==> src/verilog/rsc_pkg.sv <==
package rsc_pkg;

    localparam int unsigned CLK_KHZ = 100000;
    // Durations in nanoseconds, as printed in milliseconds times 1e6
    localparam longint unsigned DESTRUCTIVE_SELFTEST_NS = 64'd5730000;
    localparam longint unsigned DESTRUCTIVE_PLAIN_NS = 64'd111000;
    localparam longint unsigned EXTERNAL_LONG_NS = 64'd5729000;
    localparam longint unsigned FUNCTIONAL_LONG_NS = 64'd110000;
    localparam longint unsigned FUNCTIONAL_SHORT_NS = 64'd4000;
    localparam longint unsigned CLK_PERIOD_NS = 64'd1000000 / CLK_KHZ;

    // Least times round up to whole cycles
    localparam longint unsigned DESTRUCTIVE_SELFTEST_CYC =
        (DESTRUCTIVE_SELFTEST_NS + CLK_PERIOD_NS - 1) / CLK_PERIOD_NS;
    localparam longint unsigned DESTRUCTIVE_PLAIN_CYC =
        (DESTRUCTIVE_PLAIN_NS + CLK_PERIOD_NS - 1) / CLK_PERIOD_NS;
    localparam longint unsigned EXTERNAL_LONG_CYC =
        (EXTERNAL_LONG_NS + CLK_PERIOD_NS - 1) / CLK_PERIOD_NS;
    localparam longint unsigned FUNCTIONAL_LONG_CYC =
        (FUNCTIONAL_LONG_NS + CLK_PERIOD_NS - 1) / CLK_PERIOD_NS;
    localparam longint unsigned FUNCTIONAL_SHORT_CYC =
        (FUNCTIONAL_SHORT_NS + CLK_PERIOD_NS - 1) / CLK_PERIOD_NS;

    localparam int CNT_W = 20;
    localparam logic [CNT_W-1:0] CNT_ZERO = 20'h00000;
    localparam logic [CNT_W-1:0] CNT_ONE = 20'h00001;
    // Last count of the settle wait after the pin is let go
    localparam logic [CNT_W-1:0] HOLD_LAST = 20'h00002;

    typedef enum logic [4:0] {
        SEQ_NONE = 5'h00,
        SEQ_DESTR_SELFTEST = 5'h01,
        SEQ_DESTR_PLAIN = 5'h02,
        SEQ_EXT_LONG = 5'h04,
        SEQ_FUNC_LONG = 5'h08,
        SEQ_FUNC_SHORT = 5'h10
    } rsc_kind_t;

    typedef enum logic [3:0] {
        ST_RUN = 4'h1,
        ST_PHASE = 4'h2,
        ST_HOLD = 4'h4,
        ST_RELEASE = 4'h8
    } rsc_state_t;

    // Requests into the sequencer, one-cycle pulses
    typedef struct packed {
        logic destr;
        logic selftest_en;
        logic func_long;
        logic func_short;
        logic func_pin_en;
    } rsc_req_t;

    // Open-drain pin: oe_n low means pulling the pin low
    typedef struct packed {
        logic pin_o;
        logic pin_oe_n;
    } rsc_pin_t;

endpackage : rsc_pkg

==> src/verilog/rsc_sync2.sv <==
`timescale 1ns/1ns
module rsc_sync2 (
    input wire logic clk,
    input wire logic nrst,
    input wire logic d,
    output logic q
);
    logic meta_q;

    // Reset value high: pin idles released at the pullup level
    always_ff @(posedge clk or negedge nrst) begin
        if (!nrst) begin
            meta_q <= 1'b1;
            q <= 1'b1;
        end else begin
            meta_q <= d;
            q <= meta_q;
        end
    end
endmodule : rsc_sync2

==> src/verilog/rsc_sequencer.sv <==
`timescale 1ns/1ns
module rsc_sequencer
    import rsc_pkg::*;
#(
    parameter logic [CNT_W-1:0] DESTR_SELFTEST_CYC =
        CNT_W'(DESTRUCTIVE_SELFTEST_CYC),
    parameter logic [CNT_W-1:0] DESTR_PLAIN_CYC =
        CNT_W'(DESTRUCTIVE_PLAIN_CYC),
    parameter logic [CNT_W-1:0] EXT_LONG_CYC = CNT_W'(EXTERNAL_LONG_CYC),
    parameter logic [CNT_W-1:0] FUNC_LONG_CYC =
        CNT_W'(FUNCTIONAL_LONG_CYC)
) (
    input wire logic clk,
    input wire logic nrst,
    input wire rsc_req_t req,
    input wire logic reset_pin_i,
    output rsc_pin_t reset_pin,
    output logic normal_run_mode,
    output logic first_fetch,
    output logic final_internal_phase,
    output rsc_kind_t active_kind
);

    ////////////////////////////////////////////////////////////////////
    logic pin_s;
    rsc_state_t state_q, state_d;
    rsc_kind_t kind_q, kind_d;
    logic [CNT_W-1:0] cnt_q, cnt_d;
    logic drive_q, drive_d;
    logic run_q, fetch_q, final_q;
    logic pin_oe_n_q;

    rsc_sync2 u_pin_sync (
        .clk(clk),
        .nrst(nrst),
        .d(reset_pin_i),
        .q(pin_s)
    );

    // State decode shared by the next-state logic and the outputs
    wire in_run = (state_q == ST_RUN);
    wire in_release = (state_q == ST_RELEASE);
    wire hold_done = (cnt_q == HOLD_LAST);
    wire next_run = (state_d == ST_RUN);
    wire next_final = (state_d == ST_HOLD) || (state_d == ST_RELEASE);

    // While we pull the pin ourselves its low level tells us nothing
    wire ext_low = !pin_s && !drive_q;
    wire any_func = req.func_long || req.func_short;
    wire start_destr = req.destr;
    wire start_ext = ext_low && in_run;
    wire start_func = any_func && !start_destr && !start_ext;
    wire start_any = start_destr || start_ext || start_func;

    wire rsc_kind_t destr_kind =
        req.selftest_en ? SEQ_DESTR_SELFTEST : SEQ_DESTR_PLAIN;
    wire rsc_kind_t func_kind =
        req.func_long ? SEQ_FUNC_LONG : SEQ_FUNC_SHORT;
    wire rsc_kind_t new_kind =
        start_destr ? destr_kind : (start_ext ? SEQ_EXT_LONG : func_kind);

    wire [CNT_W-1:0] func_short_cyc = CNT_W'(FUNCTIONAL_SHORT_CYC);
    wire [CNT_W-1:0] load_cnt =
        (new_kind == SEQ_DESTR_SELFTEST) ? DESTR_SELFTEST_CYC :
        (new_kind == SEQ_DESTR_PLAIN) ? DESTR_PLAIN_CYC :
        (new_kind == SEQ_EXT_LONG) ? EXT_LONG_CYC :
        (new_kind == SEQ_FUNC_LONG) ? FUNC_LONG_CYC :
        func_short_cyc;

    // Destructive and external always pull; functional only if enabled
    wire new_drive = start_destr || start_ext || req.func_pin_en;
    wire phase_done = (cnt_q == CNT_ONE);
    // Pin sampled only after our own pull has been released
    wire pin_high = pin_s;

    ////////////////////////////////////////////////////////////////////
    always_comb begin
        state_d = state_q;
        kind_d = kind_q;
        cnt_d = cnt_q;
        drive_d = drive_q;
        case (state_q)
            ST_RUN: begin
                if (start_any) begin
                    state_d = ST_PHASE;
                    kind_d = new_kind;
                    cnt_d = load_cnt;
                    drive_d = new_drive;
                end
            end
            ST_PHASE: begin
                if (start_destr) begin
                    // A destructive event restarts the sequence
                    kind_d = destr_kind;
                    cnt_d = start_destr ? load_cnt : cnt_q;
                    drive_d = 1'b1;
                end else if (phase_done) begin
                    state_d = ST_HOLD;
                    cnt_d = CNT_ZERO;
                    drive_d = 1'b0;
                end else begin
                    cnt_d = cnt_q - CNT_ONE;
                end
            end
            ST_HOLD: begin
                // Give the released pin two sync stages to settle
                if (start_destr) begin
                    state_d = ST_PHASE;
                    kind_d = destr_kind;
                    cnt_d = load_cnt;
                    drive_d = 1'b1;
                end else if (hold_done) begin
                    state_d = ST_RELEASE;
                end else begin
                    cnt_d = cnt_q + CNT_ONE;
                end
            end
            ST_RELEASE: begin
                // External generator still low: stay in reset
                if (start_destr) begin
                    state_d = ST_PHASE;
                    kind_d = destr_kind;
                    cnt_d = load_cnt;
                    drive_d = 1'b1;
                end else if (pin_high) begin
                    state_d = ST_RUN;
                    kind_d = SEQ_NONE;
                    cnt_d = CNT_ZERO;
                end
            end
            default: begin
                state_d = ST_RUN;
                kind_d = SEQ_NONE;
                cnt_d = CNT_ZERO;
                drive_d = 1'b0;
            end
        endcase
    end

    ////////////////////////////////////////////////////////////////////
    // Power-on starts a destructive sequence without self-test
    always_ff @(posedge clk or negedge nrst) begin
        if (!nrst) begin
            state_q <= ST_PHASE;
            kind_q <= SEQ_DESTR_PLAIN;
            cnt_q <= DESTR_PLAIN_CYC;
            drive_q <= 1'b1;
        end else begin
            state_q <= state_d;
            kind_q <= kind_d;
            cnt_q <= cnt_d;
            drive_q <= drive_d;
        end
    end

    wire enter_run = in_release && next_run;

    always_ff @(posedge clk or negedge nrst) begin
        if (!nrst) begin
            run_q <= 1'b0;
            fetch_q <= 1'b0;
            final_q <= 1'b0;
        end else begin
            run_q <= next_run;
            fetch_q <= enter_run;
            final_q <= next_final;
        end
    end

    // Pad enable kept in its own flop so the pin sees no gate delay
    always_ff @(posedge clk or negedge nrst) begin
        if (!nrst) begin
            pin_oe_n_q <= 1'b0;
        end else begin
            pin_oe_n_q <= !drive_d;
        end
    end

    ////////////////////////////////////////////////////////////////////
    // Never drive high; the pullup makes the high level
    assign reset_pin.pin_o = 1'b0;
    assign reset_pin.pin_oe_n = pin_oe_n_q;
    assign normal_run_mode = run_q;
    assign first_fetch = fetch_q;
    assign final_internal_phase = final_q;
    assign active_kind = kind_q;

endmodule : rsc_sequencer

==> config.mk <==
export PLATFORM = sky130hd
export DESIGN_NAME = rsc_sequencer
export DESIGN_NICKNAME = d
export VERILOG_FILES = /design/src/verilog/rsc_pkg.sv /design/src/verilog/rsc_sync2.sv /design/src/verilog/rsc_sequencer.sv
export SDC_FILE = /design/constraint.sdc
export NUM_CORES = 1
export LEC_CHECK = 0
export BUFFER_PORTS_ARGS = -buffer_cell sky130_fd_sc_hd__buf_4
export CAP_MARGIN = 30
export CORE_MARGIN = 1.5
export CORE_UTILIZATION = 49
export CTS_CLUSTER_SIZE = 25
export DETAILED_ROUTE_END_ITERATION = 7
export GPL_ROUTABILITY_DRIVEN = 0
export PLACE_DENSITY = 0.67
export SLEW_MARGIN = 10
export SYNTH_ARGS = -nofsm -noshare
export SYNTH_HDL_FRONTEND = slang
export SYNTH_HIERARCHICAL = 1
export SYNTH_SLANG_ARGS = --single-unit
==> constraint.sdc <==
create_clock -name clk -period 6.2 [get_ports clk]
set_clock_uncertainty 0.05 [all_clocks]
set_input_delay 0.93 -clock clk [delete_from_list [all_inputs] [get_ports clk]]
set_output_delay 0.93 -clock clk [all_outputs]
set_load 0.005 [all_outputs]
; Word level (Yosys, flattened, before mapping)
; Cells that the tools add are included.
[classes]
multipliers = 0
reduce_logical = 19
mux = 34
n_shift = 0
div_mod_pow = 0
n_addsub = 2
n_lt_le_gt_ge = 0
bitwise = 0
n_eq_ne = 17
[ops]
columns = operator, count
row1 = 2-to-1 mux 20 bit, 10
row2 = one-hot mux 20 bit (4 select lines), 1
row3 = 2-to-1 mux 5 bit, 7
row4 = 2-to-1 mux 4 bit, 7
row5 = "adder 20 x 1 -> 20 bit, second input constant", 1
row6 = "== test 20 x 1 -> 1 bit, second input constant", 1
row7 = "== test 20 x 2 -> 1 bit, second input constant", 1
row8 = "subtractor 20 x 1 -> 20 bit, second input constant", 1
row9 = one-hot mux 4 bit (4 select lines), 1
row10 = one-hot mux 5 bit (3 select lines), 1
row11 = 2-to-1 mux 14 bit, 1
row12 = "== test 4 x 1 -> 1 bit, second input constant", 2
row13 = "== test 4 x 3 -> 1 bit, second input constant", 2
row14 = "== test 4 bit, second input constant", 2
row15 = AND reduction 3 bit, 2
row16 = "== test 5 x 1 -> 1 bit, second input constant", 1
row17 = "== test 5 x 2 -> 1 bit, second input constant", 1
row18 = "== test 5 x 3 -> 1 bit, second input constant", 1
row19 = "== test 5 x 4 -> 1 bit, second input constant", 1
row20 = logical AND 1 bit, 5
row21 = zero test 1 bit, 5
row22 = logical OR 1 bit, 5
row23 = "== test 4 x 2 -> 1 bit, second input constant", 1
row24 = 2-to-1 mux 1 bit, 4
row25 = other kinds (6), 8
[totals]
regBits = 36
mem_bits_ro = 0
ram_bits = 0
latchBits = 0
out_inout_bits = 10
n_memories = 0

; Depth between registers and ports, before layout
[logic_depth]
depth_word = 12
depth_mapped = 10

; Hierarchy
; Netlist, hierarchy kept.
[modules_own_cells]
columns = mod, instances, cells_each, area_per_inst_um2, seq_area_each_um2
row1 = rsc_sequencer, 1, 322, 2601.2, 864.6
row2 = rsc_sync2, 1, 2, 52.6, 52.6

; Worst setup path after synthesis
; No wires, ideal clock.
[synth_path]
kind = register -> register
start = register cnt_q[13]
end = register cnt_q[0]
required_ps = 6023
t_arrival_ps = 2455
stages_incl_launch_ff = 10
setup_ps = 127
setup_slack_ps = 3567
path_cell_list = dfstp_2 buf_6 or4_4 or3_1 buf_6 or4_4 and2_4 buf_6 o2111ai_1 o21ai_1
[synth_between]
elab_chain_len = 4
[synth_rtl]
columns = element, line
row1 = start: declaration, rsc_sequencer.sv:28  ; logic [CNT_W-1:0] cnt_q, cnt_d;
row2 = start signal: assignment, rsc_sequencer.sv:151  ; cnt_q <= cnt_d;
row3 = == test 20 x 1 -> 1 bit, rsc_sequencer.sv:72  ; wire phase_done = (cnt_q == CNT_ONE);
row4 = 2-to-1 mux 20 bit, rsc_sequencer.sv:97  ; end else if (phase_done) begin
row5 = 2-to-1 mux 20 bit, rsc_sequencer.sv:92  ; if (start_destr) begin
row6 = one-hot mux 20 bit (4 select lines), rsc_sequencer.sv:82  ; case (state_q)
; Parallel ways exist; a longest one is shown, timed or not.
; A chain may end at the register's enable or synchronous reset.

; Worst setup path in the final report
[layout_path]
start = register cnt_q[5]
end = register cnt_q[16]
[layout_between]
elab_chain_len = 4
[layout_rtl]
columns = element, line
row1 = adder 20 x 1 -> 20 bit (tied with other cells), rsc_sequencer.sv:115  ; cnt_d = cnt_q + CNT_ONE;
row2 = 2-to-1 mux 20 bit (on tied branches), "rsc_sequencer.sv:112, rsc_sequencer.sv:97"
row3 = 2-to-1 mux 20 bit (on tied branches), "rsc_sequencer.sv:107, rsc_sequencer.sv:92"
row4 = one-hot mux 20 bit (4 select lines), rsc_sequencer.sv:82
; Parallel ways exist; a longest one is shown, timed or not. The select of a mux whose other input is x is not followed.

==> flow_metrics.env <==
export IMPL_hold_viol_final=0
export IMPL_grt_start_max_net_pins=37
export IMPL_synth_nets=336
export IMPL_initial_core_util_pct=51.3
export IMPL_syn_avg_cell_area_sq_um=8.19
export IMPL_synth_top_area_share_pct=21.7
export IMPL_clk_latency_ps=300
export IMPL_seq_area_sq_um=917
export IMPL_dieArea_sq_um=5870
export IMPL_grtUsageTotal_pct=28.2
export IMPL_reg2reg_depth=7
export IMPL_area_growth_syn_to_layout_pct=7.35
export IMPL_path_class="reg2reg"
export IMPL_slew_violations=0
export IMPL_finalCritPeriodShare_pct=49.6
export IMPL_postCtsSetupRepairBufs=0
export IMPL_arrival_ps=3210
export IMPL_slowest_delay_ps=720
export IMPL_ir_drop_mv=0.215
export IMPL_clock_sinks=36
export IMPL_fillCellCount=476
export IMPL_num_rows=26
export IMPL_grt_ovfl_total=0
export IMPL_coreArea_sq_um=5170
export IMPL_io_pins=18
export IMPL_cts_root_buf="clkbuf_8"
export IMPL_r2r_end="cnt_q[16]"
export IMPL_synth_edf_count=0
export IMPL_max_freq_mhz=325
export IMPL_yosysTopAreaCell="dfrtp_1"
export IMPL_synth_area_sq_um=2650
export IMPL_ys_flop_type="dfrtp_1"
export IMPL_ys_seq_elements=36
export IMPL_cts_inserted_buffers=5
export IMPL_status="finished clean"
export IMPL_drv_cap=0
export IMPL_cp_start_kind="flip-flop"
export IMPL_grt_pass1_wl_mm=13.1
export IMPL_drive_gt1_share_pct=16.1
export IMPL_power_density_nw_per_um2=450
export IMPL_num_vias=2669
export IMPL_tightest_slew_ps=1030
export IMPL_grt_pass1_vias=2564
export IMPL_synth_area_top_cells="dfrtp_1, dfstp_2, a21oi_1"
export IMPL_holdPathEnd="u_pin_sync/q"
export IMPL_setup_violations_final=0
export IMPL_final_min_clock_period_ps=3080
export IMPL_cts_repair_resize_count=0
export IMPL_postCtsHoldBufs=0
export IMPL_dpl_hpwl_mm=5.35
export IMPL_clkTransAtPathRegs_ps=80
export IMPL_ff2ff_setup_slack_ps=3120
export IMPL_async_reset_ff_share_pct=100
export IMPL_io_buffers=16
export IMPL_clk_path_buf_depth=2
export IMPL_crit_buf_inv=1
export IMPL_yosysWarnings=6
export IMPL_endpoint_kind="flip-flop"
export IMPL_dr_pass1_iters=5
export IMPL_wire_per_inst_um=19.7
export IMPL_slowest_stage="o31ai_1"
export IMPL_crit_path_start="cnt_q[5]"
export IMPL_antenna_found_initial=0
export IMPL_hp_start="u_pin_sync/meta_q"
export IMPL_worstPathCellList="or4_1, nand2b_1, o31ai_1, buf_4, nor2_1, o31ai_1, o21ai_0"
export IMPL_yosys_top_cells_count="nor2_1, a21oi_1, nand2_1"
export IMPL_die_height_um=76.6
export IMPL_initialDrtViolationCount=440
export IMPL_yosysMostFrequentCell="nor2_1"
export IMPL_postSynthCellCount=324
export IMPL_die_w_um=76.6
export IMPL_preCtsSetupSlack_ps=3200
export IMPL_critPathRequiredTime_ps=6330
export IMPL_cts_tree="built"
export IMPL_relSlewSlack_pct=30.2
export IMPL_p_leak_nw=1.14
export IMPL_holdPathStages=0
export IMPL_worst_slack_ps=3120
export IMPL_synth_cell_type_count=58
export IMPL_tns_ps=0
export IMPL_num_antenna_cells=0
export IMPL_nNetsFinal=334
export IMPL_r2r_start="cnt_q[5]"
export IMPL_multi_input_area_sq_um=1580
export IMPL_grt_setup_unrepaired="no"
export IMPL_h_tree_depth=2
export IMPL_via_per_inst=6.79
export IMPL_cp_max_fo=9
export IMPL_drc=0
export IMPL_path_common_cell="o31ai_1"
export IMPL_crit_family="simple AND/OR/NAND/NOR gates"
export IMPL_detail_route_antenna_nets=0
export IMPL_hold_class="reg2reg"
export IMPL_totalWireLength_mm=7.72
export IMPL_seq_area_frac_synth_pct=34.6
==> layout by cell type, fill, tap and decap left out, drive strengths merged, types with 3 or more instances in the layout <==
cell	n
nand2	28
o22ai	3
xnor2	7
nand3b	3
a221oi	5
o2111ai	4
buf	18
o21ai	23
nor4	5
clkbuf	6
nor4b	5
a21oi	27
dfrtp	23
or4	4
inv	7
nand3	20
nand4	5
or2	3
nor3	14
a31oi	3
nor2	31
o31ai	7
xor2	10
a32o	4
ha	4
and3	7
o211ai	3
dfstp	13
==> cell type report <==
class,instances,share of cell area [%]
Clock buffer,6,2.55
Inverter,7,0.922
Tap cell,70,3.07
Multi-Input combinational cell,254,55.3
Timing Repair Buffer,18,4.74
Sequential cell,36,32.2
Clock inverter,2,1.23
==> routing by layer <==
| metal | vias up | track usage, % | part of all wire [%] |
|---|---|---|---|
| li1 | 1199 | - | - |
| met1 | 1258 | 40.6 | 43 |
| met2 | 188 | 41.1 | 44 |
| met3 | 24 | 5.99 | 10 |
| met4 | 0 | 11.1 | 2.6 |
| met5 | - | 0 | 0 |
==> report_power, final <==
| group | internal (mW) | total, mW | switching (mW) |
|---|---|---|---|
| clock network | 0.119 | 0.214 | 0.0949 |
| registers | 0.335 | 0.465 | 0.130 |
| logic | 0.224 | 0.603 | 0.380 |
| total | 0.678 | 1.28 | 0.604 |
==> through the flow <==
stage | cells | instance area, sq um | util [%] | total power [mW] | hold slack, ps
detailed placement | 385 | 2740 | 53.0 | 1.04 | 301
floorplan | 324 | 2650 | - | 0.902 | 295
finish | 393 | 2850 | 55.1 | 1.28 | 313
global placement | 385 | 2740 | 53.0 | 1.04 | 296
CTS | 393 | 2850 | 55.1 | 1.26 | 312
global route | 393 | 2850 | 55.1 | 1.37 | 320
==> how the worst max path moves through the flow <==
stage | end | cells after the start
global route | cnt_q[16] | 7
CTS | cnt_q[16] | 7
detailed placement | cnt_q[16] | 7
finish | cnt_q[16] | 7
global placement | cnt_q[16] | 7
floorplan | cnt_q[0] | 9
==> worst register-to-register path, delay by kind of cell (launching register included) <==
| family | cells | cell delay (ps) |
|---|---|---|
| AO/OA/AOI/OAI | 3 | 1050 |
| flip-flops | 1 | 490 |
| AND/OR/NAND/NOR | 3 | 1100 |
| buffers and inverters | 1 | 280 |
==> logic make-up after synthesis <==
| kind of cell | count (synthesis) | synth area share (%) |
|---|---|---|
| xor gates and xnor gates | 17 | 5.61 |
| buffers and inverters | 34 | 6.32 |
| adders and majority gates | 4 | 1.89 |
| AOI/OAI and AO/OA | 99 | 25.2 |
| DFF | 36 | 34.6 |
| other | 1 | 0.141 |
| and+or+nand+nor | 133 | 26.3 |
==> state kept, by name, indices dropped and copies added (netlist names) <==
register,cells
cnt_q,20
first_fetch,1
drive_q,1
state_q,4
u_pin_sync/q,1
normal_run_mode,1
final_internal_phase,1
u_pin_sync/meta_q,1
pin_oe_n_q,1
active_kind,5
(Power assumes the default switching activity.)
